<file path="config.mk">
export PLATFORM = sky130hd
export DESIGN_NAME = crf_core
export DESIGN_NICKNAME = d
export VERILOG_FILES = /design/src/shared/crf_pkg.sv /design/src/rtl/crf_pulse_stretch.sv /design/src/rtl/crf_core.sv
export SDC_FILE = /design/constraint.sdc
export NUM_CORES = 1
export LEC_CHECK = 0
export BUFFER_PORTS_ARGS = -buffer_cell sky130_fd_sc_hd__buf_2
export CAP_MARGIN = 20
export CORE_AREA = 5 5 209 211
export CTS_CLUSTER_DIAMETER = 50
export DETAILED_ROUTE_END_ITERATION = 10
export DIE_AREA = 0 0 214 216
export GPL_ROUTABILITY_DRIVEN = 0
export PLACE_DENSITY_LB_ADDON = 0.15
export SYNTH_ARGS = -nofsm -noshare
export SYNTH_HDL_FRONTEND = slang
export SYNTH_HIERARCHICAL = 1
export SYNTH_SLANG_ARGS = --single-unit
export TNS_END_PERCENT = 20
</file>
<file path="constraint.sdc">
create_clock -name clk_i -period 12.1 [get_ports clk_i]
set_input_delay 2.42 -clock clk_i [delete_from_list [all_inputs] [get_ports clk_i]]
set_output_delay 2.42 -clock clk_i [all_outputs]
set_load 0.05 [all_outputs]
</file>
<file path="src/shared/crf_pkg.sv">
// Purpose: constants for the counter read-freeze and run-output block
// Assumes: 20 MHz system clock
// Notes:   timing counts are derived from times in their own units
package crf_pkg;
  localparam int CLK_HZ          = 20_000_000;
  localparam int CLK_PERIOD_NS   = 1_000_000_000 / CLK_HZ;
  localparam int FREEZE_NS       = 120;
  // least time: round up
  localparam int FREEZE_CYC      = (FREEZE_NS + CLK_PERIOD_NS - 1) / CLK_PERIOD_NS;
  localparam int RUN_GAP_NS      = 120;
  localparam int RUN_GAP_CYC     = (RUN_GAP_NS + CLK_PERIOD_NS - 1) / CLK_PERIOD_NS;
  localparam int TICK_US         = 1;
  localparam int TICK_CYC        = TICK_US * (CLK_HZ / 1_000_000);
  localparam int STRETCH_US      = 10;
  localparam int STRETCH_TICKS   = STRETCH_US / TICK_US;
  localparam int BUTTON_MS       = 3000;
  localparam int BUTTON_TICKS    = BUTTON_MS * 1000 / TICK_US;
  localparam int CNT_W           = 32;
  localparam int TIMER_W         = 40;
  localparam logic [15:0] REPLY_EN = 16'h454E;
  localparam logic [15:0] REPLY_DS = 16'h4453;
  typedef enum logic [1:0] {CRF_IDLE, CRF_FREEZE, CRF_LATCH} crf_frz_type;
endpackage

</file>
<file path="src/rtl/crf_pulse_stretch.sv">
// Purpose: minimum-width stretcher for the run output
// Assumes: tick_i is a one-cycle 1 us enable
// Notes:   an edge is copied out, then the output is held for the minimum time
`timescale 1ns/1ns
module crf_pulse_stretch
  import crf_pkg::*;
#(
  parameter int MIN_TICKS = STRETCH_TICKS
) (
  input  wire logic clk_i,
  input  wire logic sys_rst_i,
  input  wire logic tick_i,
  input  wire logic enable_i,
  input  wire logic level_i,
  output logic      level_o
);
  logic [7:0] hold_r;
  logic       out_r;
  // a change seen during the hold is kept so that a short pulse is not swallowed
  logic       seen_r;

  assign level_o = out_r;

  always_ff @(posedge clk_i or posedge sys_rst_i) begin
    if (sys_rst_i) begin
      out_r  <= 1'b0;
      hold_r <= 8'h00;
      seen_r <= 1'b0;
    end else if (!enable_i) begin
      out_r  <= level_i;
      hold_r <= 8'h00;
      seen_r <= 1'b0;
    end else if (hold_r != 8'h00) begin
      if (level_i != out_r) begin
        seen_r <= 1'b1;
      end
      // the ticks count whole microseconds, so the hold may run up to one tick longer
      if (tick_i) begin
        hold_r <= hold_r - 8'h01;
      end
    end else if (level_i != out_r || seen_r) begin
      out_r  <= !out_r;
      hold_r <= 8'(MIN_TICKS + 1);
      seen_r <= 1'b0;
    end
  end

  a_stretch_hold: assert property (@(posedge clk_i) disable iff (sys_rst_i)
    enable_i && $past(enable_i) && $changed(out_r) |-> hold_r != 8'h00)
    else $error("stretch hold not started on output edge");
endmodule

</file>
<file path="src/rtl/crf_core.sv">
// Function
// - any data-read command freezes all channels and timer for 120 ns; here count_en_o stays low 4 cycles (200 ns)
// - during the freeze every 32-bit count is latched into a holding register
// - freeze covers all counters and timer, always exactly 120 ns; here always 4 cycles (200 ns)
// - in stop modes the timer pauses too so the window stays exact
// - run output is active while the counter operates
// - run output drops at least 120 ns between back-to-back intervals
// - with stretching on, pulses or gaps under 10 us become 10 us
// - disable command turns stretching off, output follows run state
// - status query answers two letters, enabled or disabled
// - with auto-stop disabled, only stop command or trigger ends counting
// - only the unit receiving a read freezes; others keep counting
// - button held 3 s enters write mode, shorter press resets
// - gate high or open enables counting, polarity selectable
//
// Purpose: read freeze, run state and run output control
// Assumes: commands are one-cycle pulses synchronous to clk_i
// Notes:   the count datapath sits outside and obeys count_en_o
`timescale 1ns/1ns
module crf_core
  import crf_pkg::*;
#(
  parameter int CHANNELS     = 8,
  parameter int BUTTON_LIMIT = BUTTON_TICKS
) (
  input  wire logic                      clk_i,
  input  wire logic                      sys_rst_i,
  input  wire logic                      read_cmd_i,
  input  wire logic [CHANNELS*CNT_W-1:0] count_i,
  input  wire logic                      start_cmd_i,
  input  wire logic                      stop_cmd_i,
  input  wire logic                      stop_trig_i,
  input  wire logic                      limit_hit_i,
  input  wire logic                      auto_stop_disable_cmd_i,
  input  wire logic                      auto_stop_enable_cmd_i,
  input  wire logic                      interval_end_i,
  input  wire logic                      gate_i,
  input  wire logic                      gate_invert_i,
  input  wire logic                      run_invert_i,
  input  wire logic                      pulse_stretch_enable_cmd_i,
  input  wire logic                      pulse_stretch_disable_cmd_i,
  input  wire logic                      pulse_stretch_status_query_i,
  input  wire logic                      reset_writemode_button_i,
  output logic                           count_en_o,
  output logic                           timer_en_o,
  output logic [CHANNELS*CNT_W-1:0]      latch_o,
  output logic                           latch_valid_o,
  output logic                           run_o,
  output logic [15:0]                    status_reply_o,
  output logic                           status_valid_o,
  output logic                           auto_stop_off_o,
  output logic                           write_mode_o,
  output logic                           soft_reset_o
);
  crf_frz_type                frz_r;
  logic [7:0]                 frz_cnt_r;
  logic                       running_r;
  logic                       auto_off_r;
  logic                       gap_r;
  logic [7:0]                 gap_cnt_r;
  logic                       stretch_en_r;
  logic [4:0]                 tick_cnt_r;
  logic                       tick_r;
  logic                       run_int_r;
  logic                       run_stretched;
  logic [31:0]                btn_cnt_r;
  logic                       btn_r;
  logic                       count_en_r;
  logic                       run_r;
  logic                       gate_ok;
  logic                       auto_stop;

  // 1 us timebase for the stretcher and the button timer
  always_ff @(posedge clk_i or posedge sys_rst_i) begin
    if (sys_rst_i) begin
      tick_cnt_r <= 5'h00;
      tick_r     <= 1'b0;
    end else if (tick_cnt_r == 5'(TICK_CYC - 1)) begin
      tick_cnt_r <= 5'h00;
      tick_r     <= 1'b1;
    end else begin
      tick_cnt_r <= tick_cnt_r + 5'h01;
      tick_r     <= 1'b0;
    end
  end

  // freeze only this unit; a read during a freeze is served by the one in progress
  always_ff @(posedge clk_i or posedge sys_rst_i) begin
    if (sys_rst_i) begin
      frz_r     <= CRF_IDLE;
      frz_cnt_r <= 8'h00;
    end else begin
      case (frz_r)
        CRF_IDLE: begin
          if (read_cmd_i) begin
            frz_r     <= CRF_FREEZE;
            frz_cnt_r <= 8'(FREEZE_CYC - 1);
          end
        end
        CRF_FREEZE: begin
          if (frz_cnt_r == 8'h01) begin
            frz_r <= CRF_LATCH;
          end
          frz_cnt_r <= frz_cnt_r - 8'h01;
        end
        CRF_LATCH: frz_r <= CRF_IDLE;
        default:   frz_r <= CRF_IDLE;
      endcase
    end
  end

  // count values settle after the halt, so the copy is taken in the third of the four frozen cycles
  genvar ch;
  generate
    for (ch = 0; ch < CHANNELS; ch++) begin : g_latch
      always_ff @(posedge clk_i or posedge sys_rst_i) begin
        if (sys_rst_i) begin
          latch_o[ch*CNT_W +: CNT_W] <= '0;
        end else if (frz_r == CRF_LATCH) begin
          latch_o[ch*CNT_W +: CNT_W] <= count_i[ch*CNT_W +: CNT_W];
        end
      end
    end
  endgenerate

  always_ff @(posedge clk_i or posedge sys_rst_i) begin
    if (sys_rst_i) begin
      latch_valid_o <= 1'b0;
    end else begin
      latch_valid_o <= (frz_r == CRF_LATCH);
    end
  end

  assign gate_ok   = gate_i ^ gate_invert_i;
  assign auto_stop = limit_hit_i && !auto_off_r;

  always_ff @(posedge clk_i or posedge sys_rst_i) begin
    if (sys_rst_i) begin
      auto_off_r <= 1'b0;
    end else if (auto_stop_disable_cmd_i) begin
      auto_off_r <= 1'b1;
    end else if (auto_stop_enable_cmd_i) begin
      auto_off_r <= 1'b0;
    end
  end

  always_ff @(posedge clk_i or posedge sys_rst_i) begin
    if (sys_rst_i) begin
      running_r <= 1'b0;
    end else if (stop_cmd_i || stop_trig_i || auto_stop) begin
      running_r <= 1'b0;
    end else if (start_cmd_i) begin
      running_r <= 1'b1;
    end
  end

  // one shared enable for counters and timer, so stop modes keep the window exact
  always_ff @(posedge clk_i or posedge sys_rst_i) begin
    if (sys_rst_i) begin
      count_en_r <= 1'b0;
    end else begin
      count_en_r <= running_r && gate_ok && frz_r == CRF_IDLE && !read_cmd_i;
    end
  end
  assign count_en_o = count_en_r;
  assign timer_en_o = count_en_r;

  // forced gap between intervals of periodic acquisition
  always_ff @(posedge clk_i or posedge sys_rst_i) begin
    if (sys_rst_i) begin
      gap_r     <= 1'b0;
      gap_cnt_r <= 8'h00;
    end else if (interval_end_i) begin
      gap_r     <= 1'b1;
      gap_cnt_r <= 8'(RUN_GAP_CYC - 1);
    end else if (gap_cnt_r != 8'h00) begin
      gap_cnt_r <= gap_cnt_r - 8'h01;
    end else begin
      gap_r <= 1'b0;
    end
  end

  always_ff @(posedge clk_i or posedge sys_rst_i) begin
    if (sys_rst_i) begin
      run_int_r <= 1'b0;
    end else begin
      run_int_r <= running_r && !gap_r && !interval_end_i;
    end
  end

  always_ff @(posedge clk_i or posedge sys_rst_i) begin
    if (sys_rst_i) begin
      stretch_en_r <= 1'b0;
    end else if (pulse_stretch_disable_cmd_i) begin
      stretch_en_r <= 1'b0;
    end else if (pulse_stretch_enable_cmd_i) begin
      stretch_en_r <= 1'b1;
    end
  end

  crf_pulse_stretch #(
    .MIN_TICKS (STRETCH_TICKS)
  ) u_stretch (
    .clk_i     (clk_i),
    .sys_rst_i (sys_rst_i),
    .tick_i    (tick_r),
    .enable_i  (stretch_en_r),
    .level_i   (run_int_r),
    .level_o   (run_stretched)
  );

  // run output feeds a follower's gate input in a chain
  always_ff @(posedge clk_i or posedge sys_rst_i) begin
    if (sys_rst_i) begin
      run_r <= 1'b0;
    end else begin
      run_r <= run_stretched ^ run_invert_i;
    end
  end
  assign run_o = run_r;

  always_ff @(posedge clk_i or posedge sys_rst_i) begin
    if (sys_rst_i) begin
      status_reply_o <= 16'h0000;
      status_valid_o <= 1'b0;
    end else begin
      status_valid_o <= pulse_stretch_status_query_i;
      if (pulse_stretch_status_query_i) begin
        status_reply_o <= stretch_en_r ? REPLY_EN : REPLY_DS;
      end
    end
  end

  always_ff @(posedge clk_i or posedge sys_rst_i) begin
    if (sys_rst_i) begin
      auto_stop_off_o <= 1'b0;
    end else begin
      auto_stop_off_o <= auto_off_r;
    end
  end

  // button timed in microseconds; write mode is entered while still held
  always_ff @(posedge clk_i or posedge sys_rst_i) begin
    if (sys_rst_i) begin
      btn_cnt_r    <= 32'h0000_0000;
      btn_r        <= 1'b0;
      write_mode_o <= 1'b0;
      soft_reset_o <= 1'b0;
    end else begin
      btn_r        <= reset_writemode_button_i;
      soft_reset_o <= 1'b0;
      if (reset_writemode_button_i) begin
        if (tick_r && btn_cnt_r < 32'(BUTTON_LIMIT)) begin
          btn_cnt_r <= btn_cnt_r + 32'h0000_0001;
        end
        if (btn_cnt_r >= 32'(BUTTON_LIMIT)) begin
          write_mode_o <= 1'b1;
        end
      end else begin
        btn_cnt_r <= 32'h0000_0000;
        if (btn_r && btn_cnt_r < 32'(BUTTON_LIMIT)) begin
          soft_reset_o <= 1'b1;
        end
      end
    end
  end

  a_freeze_len: assert property (@(posedge clk_i) disable iff (sys_rst_i)
    frz_r == CRF_IDLE && read_cmd_i |=> !count_en_r [*3])
    else $error("freeze shorter than 120 ns");
  a_freeze_end: assert property (@(posedge clk_i) disable iff (sys_rst_i)
    frz_r == CRF_IDLE && read_cmd_i && running_r && gate_ok && !stop_cmd_i
    && !stop_trig_i && !limit_hit_i ##1 (running_r && gate_ok && !read_cmd_i
    && !stop_cmd_i && !stop_trig_i && !limit_hit_i) [*4] |=> count_en_r)
    else $error("freeze did not end");
  a_timer_tied: assert property (@(posedge clk_i) disable iff (sys_rst_i)
    timer_en_o == count_en_o)
    else $error("timer and counters not frozen together");
  a_latch_take: assert property (@(posedge clk_i) disable iff (sys_rst_i)
    frz_r == CRF_LATCH |=> latch_o == $past(count_i) && latch_valid_o)
    else $error("holding latch not loaded");
  a_gap_len: assert property (@(posedge clk_i) disable iff (sys_rst_i)
    interval_end_i |=> !run_int_r [*3])
    else $error("run gap shorter than 120 ns");
  a_no_auto: assert property (@(posedge clk_i) disable iff (sys_rst_i)
    auto_off_r && running_r && !stop_cmd_i && !stop_trig_i |=> running_r)
    else $error("auto stop while disabled");
  a_reply_code: assert property (@(posedge clk_i) disable iff (sys_rst_i)
    pulse_stretch_status_query_i |=> status_valid_o
    && status_reply_o == ($past(stretch_en_r) ? REPLY_EN : REPLY_DS))
    else $error("wrong status reply");
  a_follow_run: assert property (@(posedge clk_i) disable iff (sys_rst_i)
    !stretch_en_r && !$past(stretch_en_r) |=> run_r == ($past(run_int_r, 2) ^ $past(run_invert_i)))
    else $error("run output not following run state");
  a_short_press: assert property (@(posedge clk_i) disable iff (sys_rst_i)
    soft_reset_o |-> !write_mode_o)
    else $error("short press entered write mode");
endmodule

</file>
; Word level (Yosys, flattened, before mapping)
; Cells that the tools add are included.
[op_classes]
add_sub_neg = 5
eq_ne = 14
n_bitwise = 2
mux = 33
order_cmp = 2
n_reduce_logical = 30
[op_table]
columns = cell, count
row1 = 32-bit two-way mux, 2
row2 = 8-bit two-way mux, 7
row3 = 32-bit by 1-bit adder with 32-bit output (second input constant), 1
row4 = 32-bit by 22-bit greater-or-equal comparator with 1-bit output (second input constant), 1
row5 = 32-bit by 22-bit less-than comparator with 1-bit output (second input constant), 1
row6 = 8-bit by 1-bit subtractor with 8-bit output (second input constant), 3
row7 = 1-bit two-way mux, 18
row8 = 8-bit one-hot mux with 2 select lines, 1
row9 = 8-bit nonzero test, 2
row10 = 2-bit AND reduction, 6
row11 = 2-bit nonzero test, 5
row12 = 9-bit two-way mux, 1
row13 = 8-bit by 1-bit equality test with 1-bit output (second input constant), 1
row14 = 1-bit logical AND, 8
row15 = 2-bit inequality test (second input constant), 4
row16 = 3-bit inequality test (second input constant), 2
row17 = 5-bit by 1-bit adder with 5-bit output (second input constant), 1
row18 = 5-bit equality test (second input constant), 1
row19 = 1-bit logical NOT, 5
row20 = 5-bit two-way mux, 1
row21 = 2-bit two-way mux, 2
row22 = 2-bit by 1-bit inequality test with 1-bit output (second input constant), 2
row23 = 2-bit one-hot mux with 2 select lines, 1
row24 = 1-bit logical OR, 3
row25 = other kinds (6), 7
[totals]
ff_bits = 351
output_inout_bits = 280
elab_cells = 117

; Longest topological paths before layout
[logic_depth]
depth_word = 5
depth_mapped = 7
ltp_nobuf = 7

; Modules after synthesis
; Netlist, hierarchy kept.
[by_module_without_submodules]
columns = mod, area_per_inst_um2, seq_area_each_um2, instances, cells_each
row1 = crf_core, 12817.3, 8207.9, 1, 871
row2 = crf_pulse_stretch, 649.4, 250.2, 1, 66

; Worst setup path before layout
; Ideal clock, no wire load.
[synth_timing]
kind = register to output
from = register status_reply_o[6] (netlist name)
to = output port status_reply_o[10]
arrival_ns = 0.934
path_slack_ns = 8.746
stages_incl_launch_ff = 2
required_time_ns = 9.680
path_cell_list = dfrtp_1 buf_4
[synth_lines]
columns = element, line_no
row1 = end: declaration, crf_core.sv:49  ; output logic [15:0] status_reply_o,

; Worst setup path in the final report
[layout_timing]
from = register latch_o[246]
to = output port latch_o[246]
[layout_lines]
columns = element, line_no
row1 = start: declaration, crf_core.sv:46  ; output logic [CHANNELS*CNT_W-1:0] latch_o,
row2 = start signal: indexed assignment, crf_core.sv:120  ; latch_o[ch*CNT_W +: CNT_W] <= count_i[ch*CNT_W +: CNT_W];
; No word-level cell between the ends.

==> results.md <==
- In this run, placement finished with an instance count of 1979.
- The total number of cells along the worst setup path is 1.
- The final core utilization is 0.438.
- The setup TNS after final layout is 0 ns.
- Once layout is complete, the cells apart from fillers number 2061.
- The via density per instance is 4.60.
- The global-route met2 utilization is 0.288.
- For this run, design rule violations remaining after detail routing come to 0.
- The number of maximum-capacitance violations is 0.
- The post-synthesis async set-or-reset flop share is 1.00.
- The die covers 46200 um2.
- Synthesis produced 937 cells.
- The leading register cell type out of synthesis is dfrtp_1.
- The clock passes through at most 3 buffers.
- By startpoint and endpoint, the worst setup path is classified as register to primary output.
- The family of cells with the greatest summed delay on the critical path is flip-flops.
- The worst IR drop on VDD is 0.000127 V.
- The met1 usage is 0.187.
- The minimum setup slack after placement is 7.84 ns.
- The worst hold path belongs to the class register to register.
- The number of buffers and inverters on the critical path is 1.
- The post-synthesis instance area is 13500 um2.
- The worst setup path is launched from a register.
- Counting flops and latches in the post-synthesis netlist gives 338.
- The worst register-to-register path ends at latch_o[31]$_DFFE_PP0P_.
- After clock tree synthesis, the clock-pin slew on the worst setup and hold paths is 0.05 ns.
- The pin count of the biggest net entering global routing is 143.
- The die extent in x is 214 um.
- The clock latency of the later-clocked register in the worst-skew pair is 0.54 ns.
- The area of the core is 41600 um2.
- The data arrival time of the critical path is 1.26 ns.
- The root buffer cell chosen for the clock tree is clkbuf_16.
- The post-route minimum period is 3.68 ns.
- The worst hold path startpoint is auto_off_r$_DFFE_PP0P_.
- The post-cts gate resize count is 0.
- The initial antenna violation count is 11.
- Once detail routing completed, the nets flagged for antenna violations numbered 0.
- Headroom to the max-slew limit came out at 0.248.
- The number of H-tree levels is 2.
- In this run the post-CTS setup repair buffer count came out at 0.
- The mean cell area of the mapped netlist is 14.4 um2.
- The worst hold path cell count is 0.
- The reg2reg setup slack is 9.23 ns.
- The number of DRC markers after the initial detailed-route iteration is 390.
- The largest stage delay on the critical path is 0.42 ns.
- The number of enable-type register cells in the synthesized netlist is 0.
- The setup-violating endpoint count in the final report is 0.
- The critical path goes through buf_2.
- The number of warnings reported in the yosys synthesis log is 6.
- The starting density of the core is 0.324.
- In the layout the commonest cells are 545 x buf_2, 338 x dfrtp_1, 258 x mux2_2.
- The final layout net count is 1768.
- The final hold violation count is 0.
- The total count of max-transition violations in the final report is 0.
- CTS saw 338 sinks.
- For this run, the detailed router's first-pass iteration total came to 4.
- In this run, CTS created clock tree buffers numbering 43.
- Dividing the detail-routed wire length by the instance count gives 19.1 um.
- The reg-to-reg critical path startpoint is frz_r[0]$_DFFE_PP0P_.
- Once detailed placement completed, the half-perimeter wirelength came to 29700 um.
- The setup slack after layout is 8.42 ns.
- The wire length of the first global-routing pass is 60400 um.
- For the pin with the worst max-slew slack, the measured transition is 1.13 ns.
- The layer flagged by global routing as most heavily used is met2.
- In the finished design, the share of the clock period the worst path needs comes to 0.304.
- STA puts the critical path data required time at 9.68 ns.
- In this run the worst path has a maximum fanout of 2.
- 553 I/O pins were placed.
- The run finished with clean final reports.
- The via count of the first global-routing pass came to 9997.
- Static timing analysis puts the maximum clock frequency at 272 MHz.
- The floorplan step set the die height to 216 um.
- TritonCTS built the clock tree.
- Of the synthesized area, sequential elements account for 0.628.
- The met3 track demand over resource in global routing is 0.0673.
- The most common cell after layout, fill and taps aside is buf_2.
- The site row count is 75.
- STA classifies the critical path endpoint as a primary output.
- The destination of the worst hold path is auto_stop_off_o$_DFF_PP0_.
- The total leakage power is 9.98 nW.
- The sum of routed wire length over all layers is 39400 um.
- The remaining global-route overflow is 0.
- The master of the slowest instance on the critical path is dfrtp_1.
- Setup repair after global routing left no endpoint under its margin.
- Power spread over the standard cell area amounts to 226 nW/um2.
- The number of vias after detailed routing is 9478.
- The ratio of cells with drive above 1 in the final layout is 0.594.
- The worst clock skew is 0.0114 ns.
- For this run, the total global-route usage over all layers was measured as 0.166.
- From synthesis to final layout, the design area changed by 35.1%.
- Yosys mapped the design onto 63 distinct sky130hd cell types.
- The depth of the worst register-to-register path is 4.
- In this run the tool buffered the top-level ports with 545 buffer cells.
- The total of hold buffers inserted after clock tree synthesis is 0.
state kept, by name, indices dropped and copies added (netlist names), 2 cells and up:
name	cells
status_reply_o	3
tick_cnt_r	5
u_stretch/hold_r	8
latch_o	256
btn_cnt_r	32
frz_r	2
frz_cnt_r	8
gap_cnt_r	8
power by group:
group / total [mW] / internal (mW) / switching, mW
logic: 1.33 / 0.374 / 0.952
clock network: 1.31 / 0.807 / 0.500
registers: 1.48 / 1.35 / 0.132
total: 4.11 / 2.53 / 1.58
cell families (layout without fill, tap and decap cells):
family                     after synthesis  count (layout)  synth area share
AOI/OAI and AO/OA                       75              75            0.0371
adders and majority gates                9               9           0.00836
DFF                                    338             338             0.628
and+or+nand+nor                        152             152            0.0650
other                                    1              10          0.000278
muxes                                  271             271             0.225
xor gates and xnor gates                14              14           0.00911
buffers and inverters                   77             653            0.0267
per-stage QoR:
step           total power, mW  hold slack, ns  instance area, um2
2_1_floorplan             2.49           0.375               13500
5_1_grt                   4.31           0.448               18200
3_3_place_gp              2.83           0.445               16700
6_report                  4.11           0.431               18200
3_5_place_dp              2.84           0.426               16700
4_1_cts                   4.18           0.435               18200
worst reg2reg max path: stages (launching register included):
cell and delay, ns:
dfrtp_1 0.48, nor2b_4 0.15, buf_4 0.81, buf_4 0.82, mux2_2 0.49
area by class of cell:
cell class	count	area, um2
clock buffers	59	1280
flip-flops and latches	338	8460
inverters	22	90.1
well taps	539	674
clock inverters	19	200
fillers	3922	23400
multi-input cells	528	4680
repair buffers	553	2810
diodes	3	7.51
cell usage after synthesis (3+ instances only):
cell type	n	area, um2
a211oi_1	3	22.5
a21oi_1	25	125
and2_1	11	68.8
buf_4	14	105
clkbuf_1	36	135
dfrtp_1	338	8460
ha_1	9	113
inv_1	21	78.8
mux2_2	258	2910
mux2i_1	13	130
nand2_1	34	128
nand2b_1	9	56.3
nand3_1	15	75.1
nand3b_1	4	30.0
nand4_1	4	25.0
nor2_1	24	90.1
nor3_1	7	35.0
nor4_1	8	50.1
o21a_1	3	22.5
o21ai_0	15	75.1
o31ai_1	8	60.1
or2_2	3	18.8
or3_1	6	37.5
or4_1	7	52.6
xnor2_1	8	70.1
xor2_1	6	52.6
how the worst max path moves through the flow:
stage | startpoint | end | slack (ns)
after floorplan | sys_rst_i | auto_off_r$_DFFE_PP0P_ | 0.60
after global placement | sys_rst_i | auto_off_r$_DFFE_PP0P_ | 7.85
after detailed placement | sys_rst_i | auto_off_r$_DFFE_PP0P_ | 7.84
after CTS | status_reply_o[8]$_DFFE_PP0P_ | status_reply_o[8] | 8.37
after global routing | sys_rst_i | auto_off_r$_DFFE_PP0P_ | 8.30
final | latch_o[246]$_DFFE_PP0P_ | latch_o[246] | 8.42
layer usage:
layer  share of wire  wire, um
met1            0.38     14900
met4           0.021       845
met2            0.51     20000
met5          0.0028       109
met3           0.090      3530
Note: power is estimated with default switching activity, not from simulation.
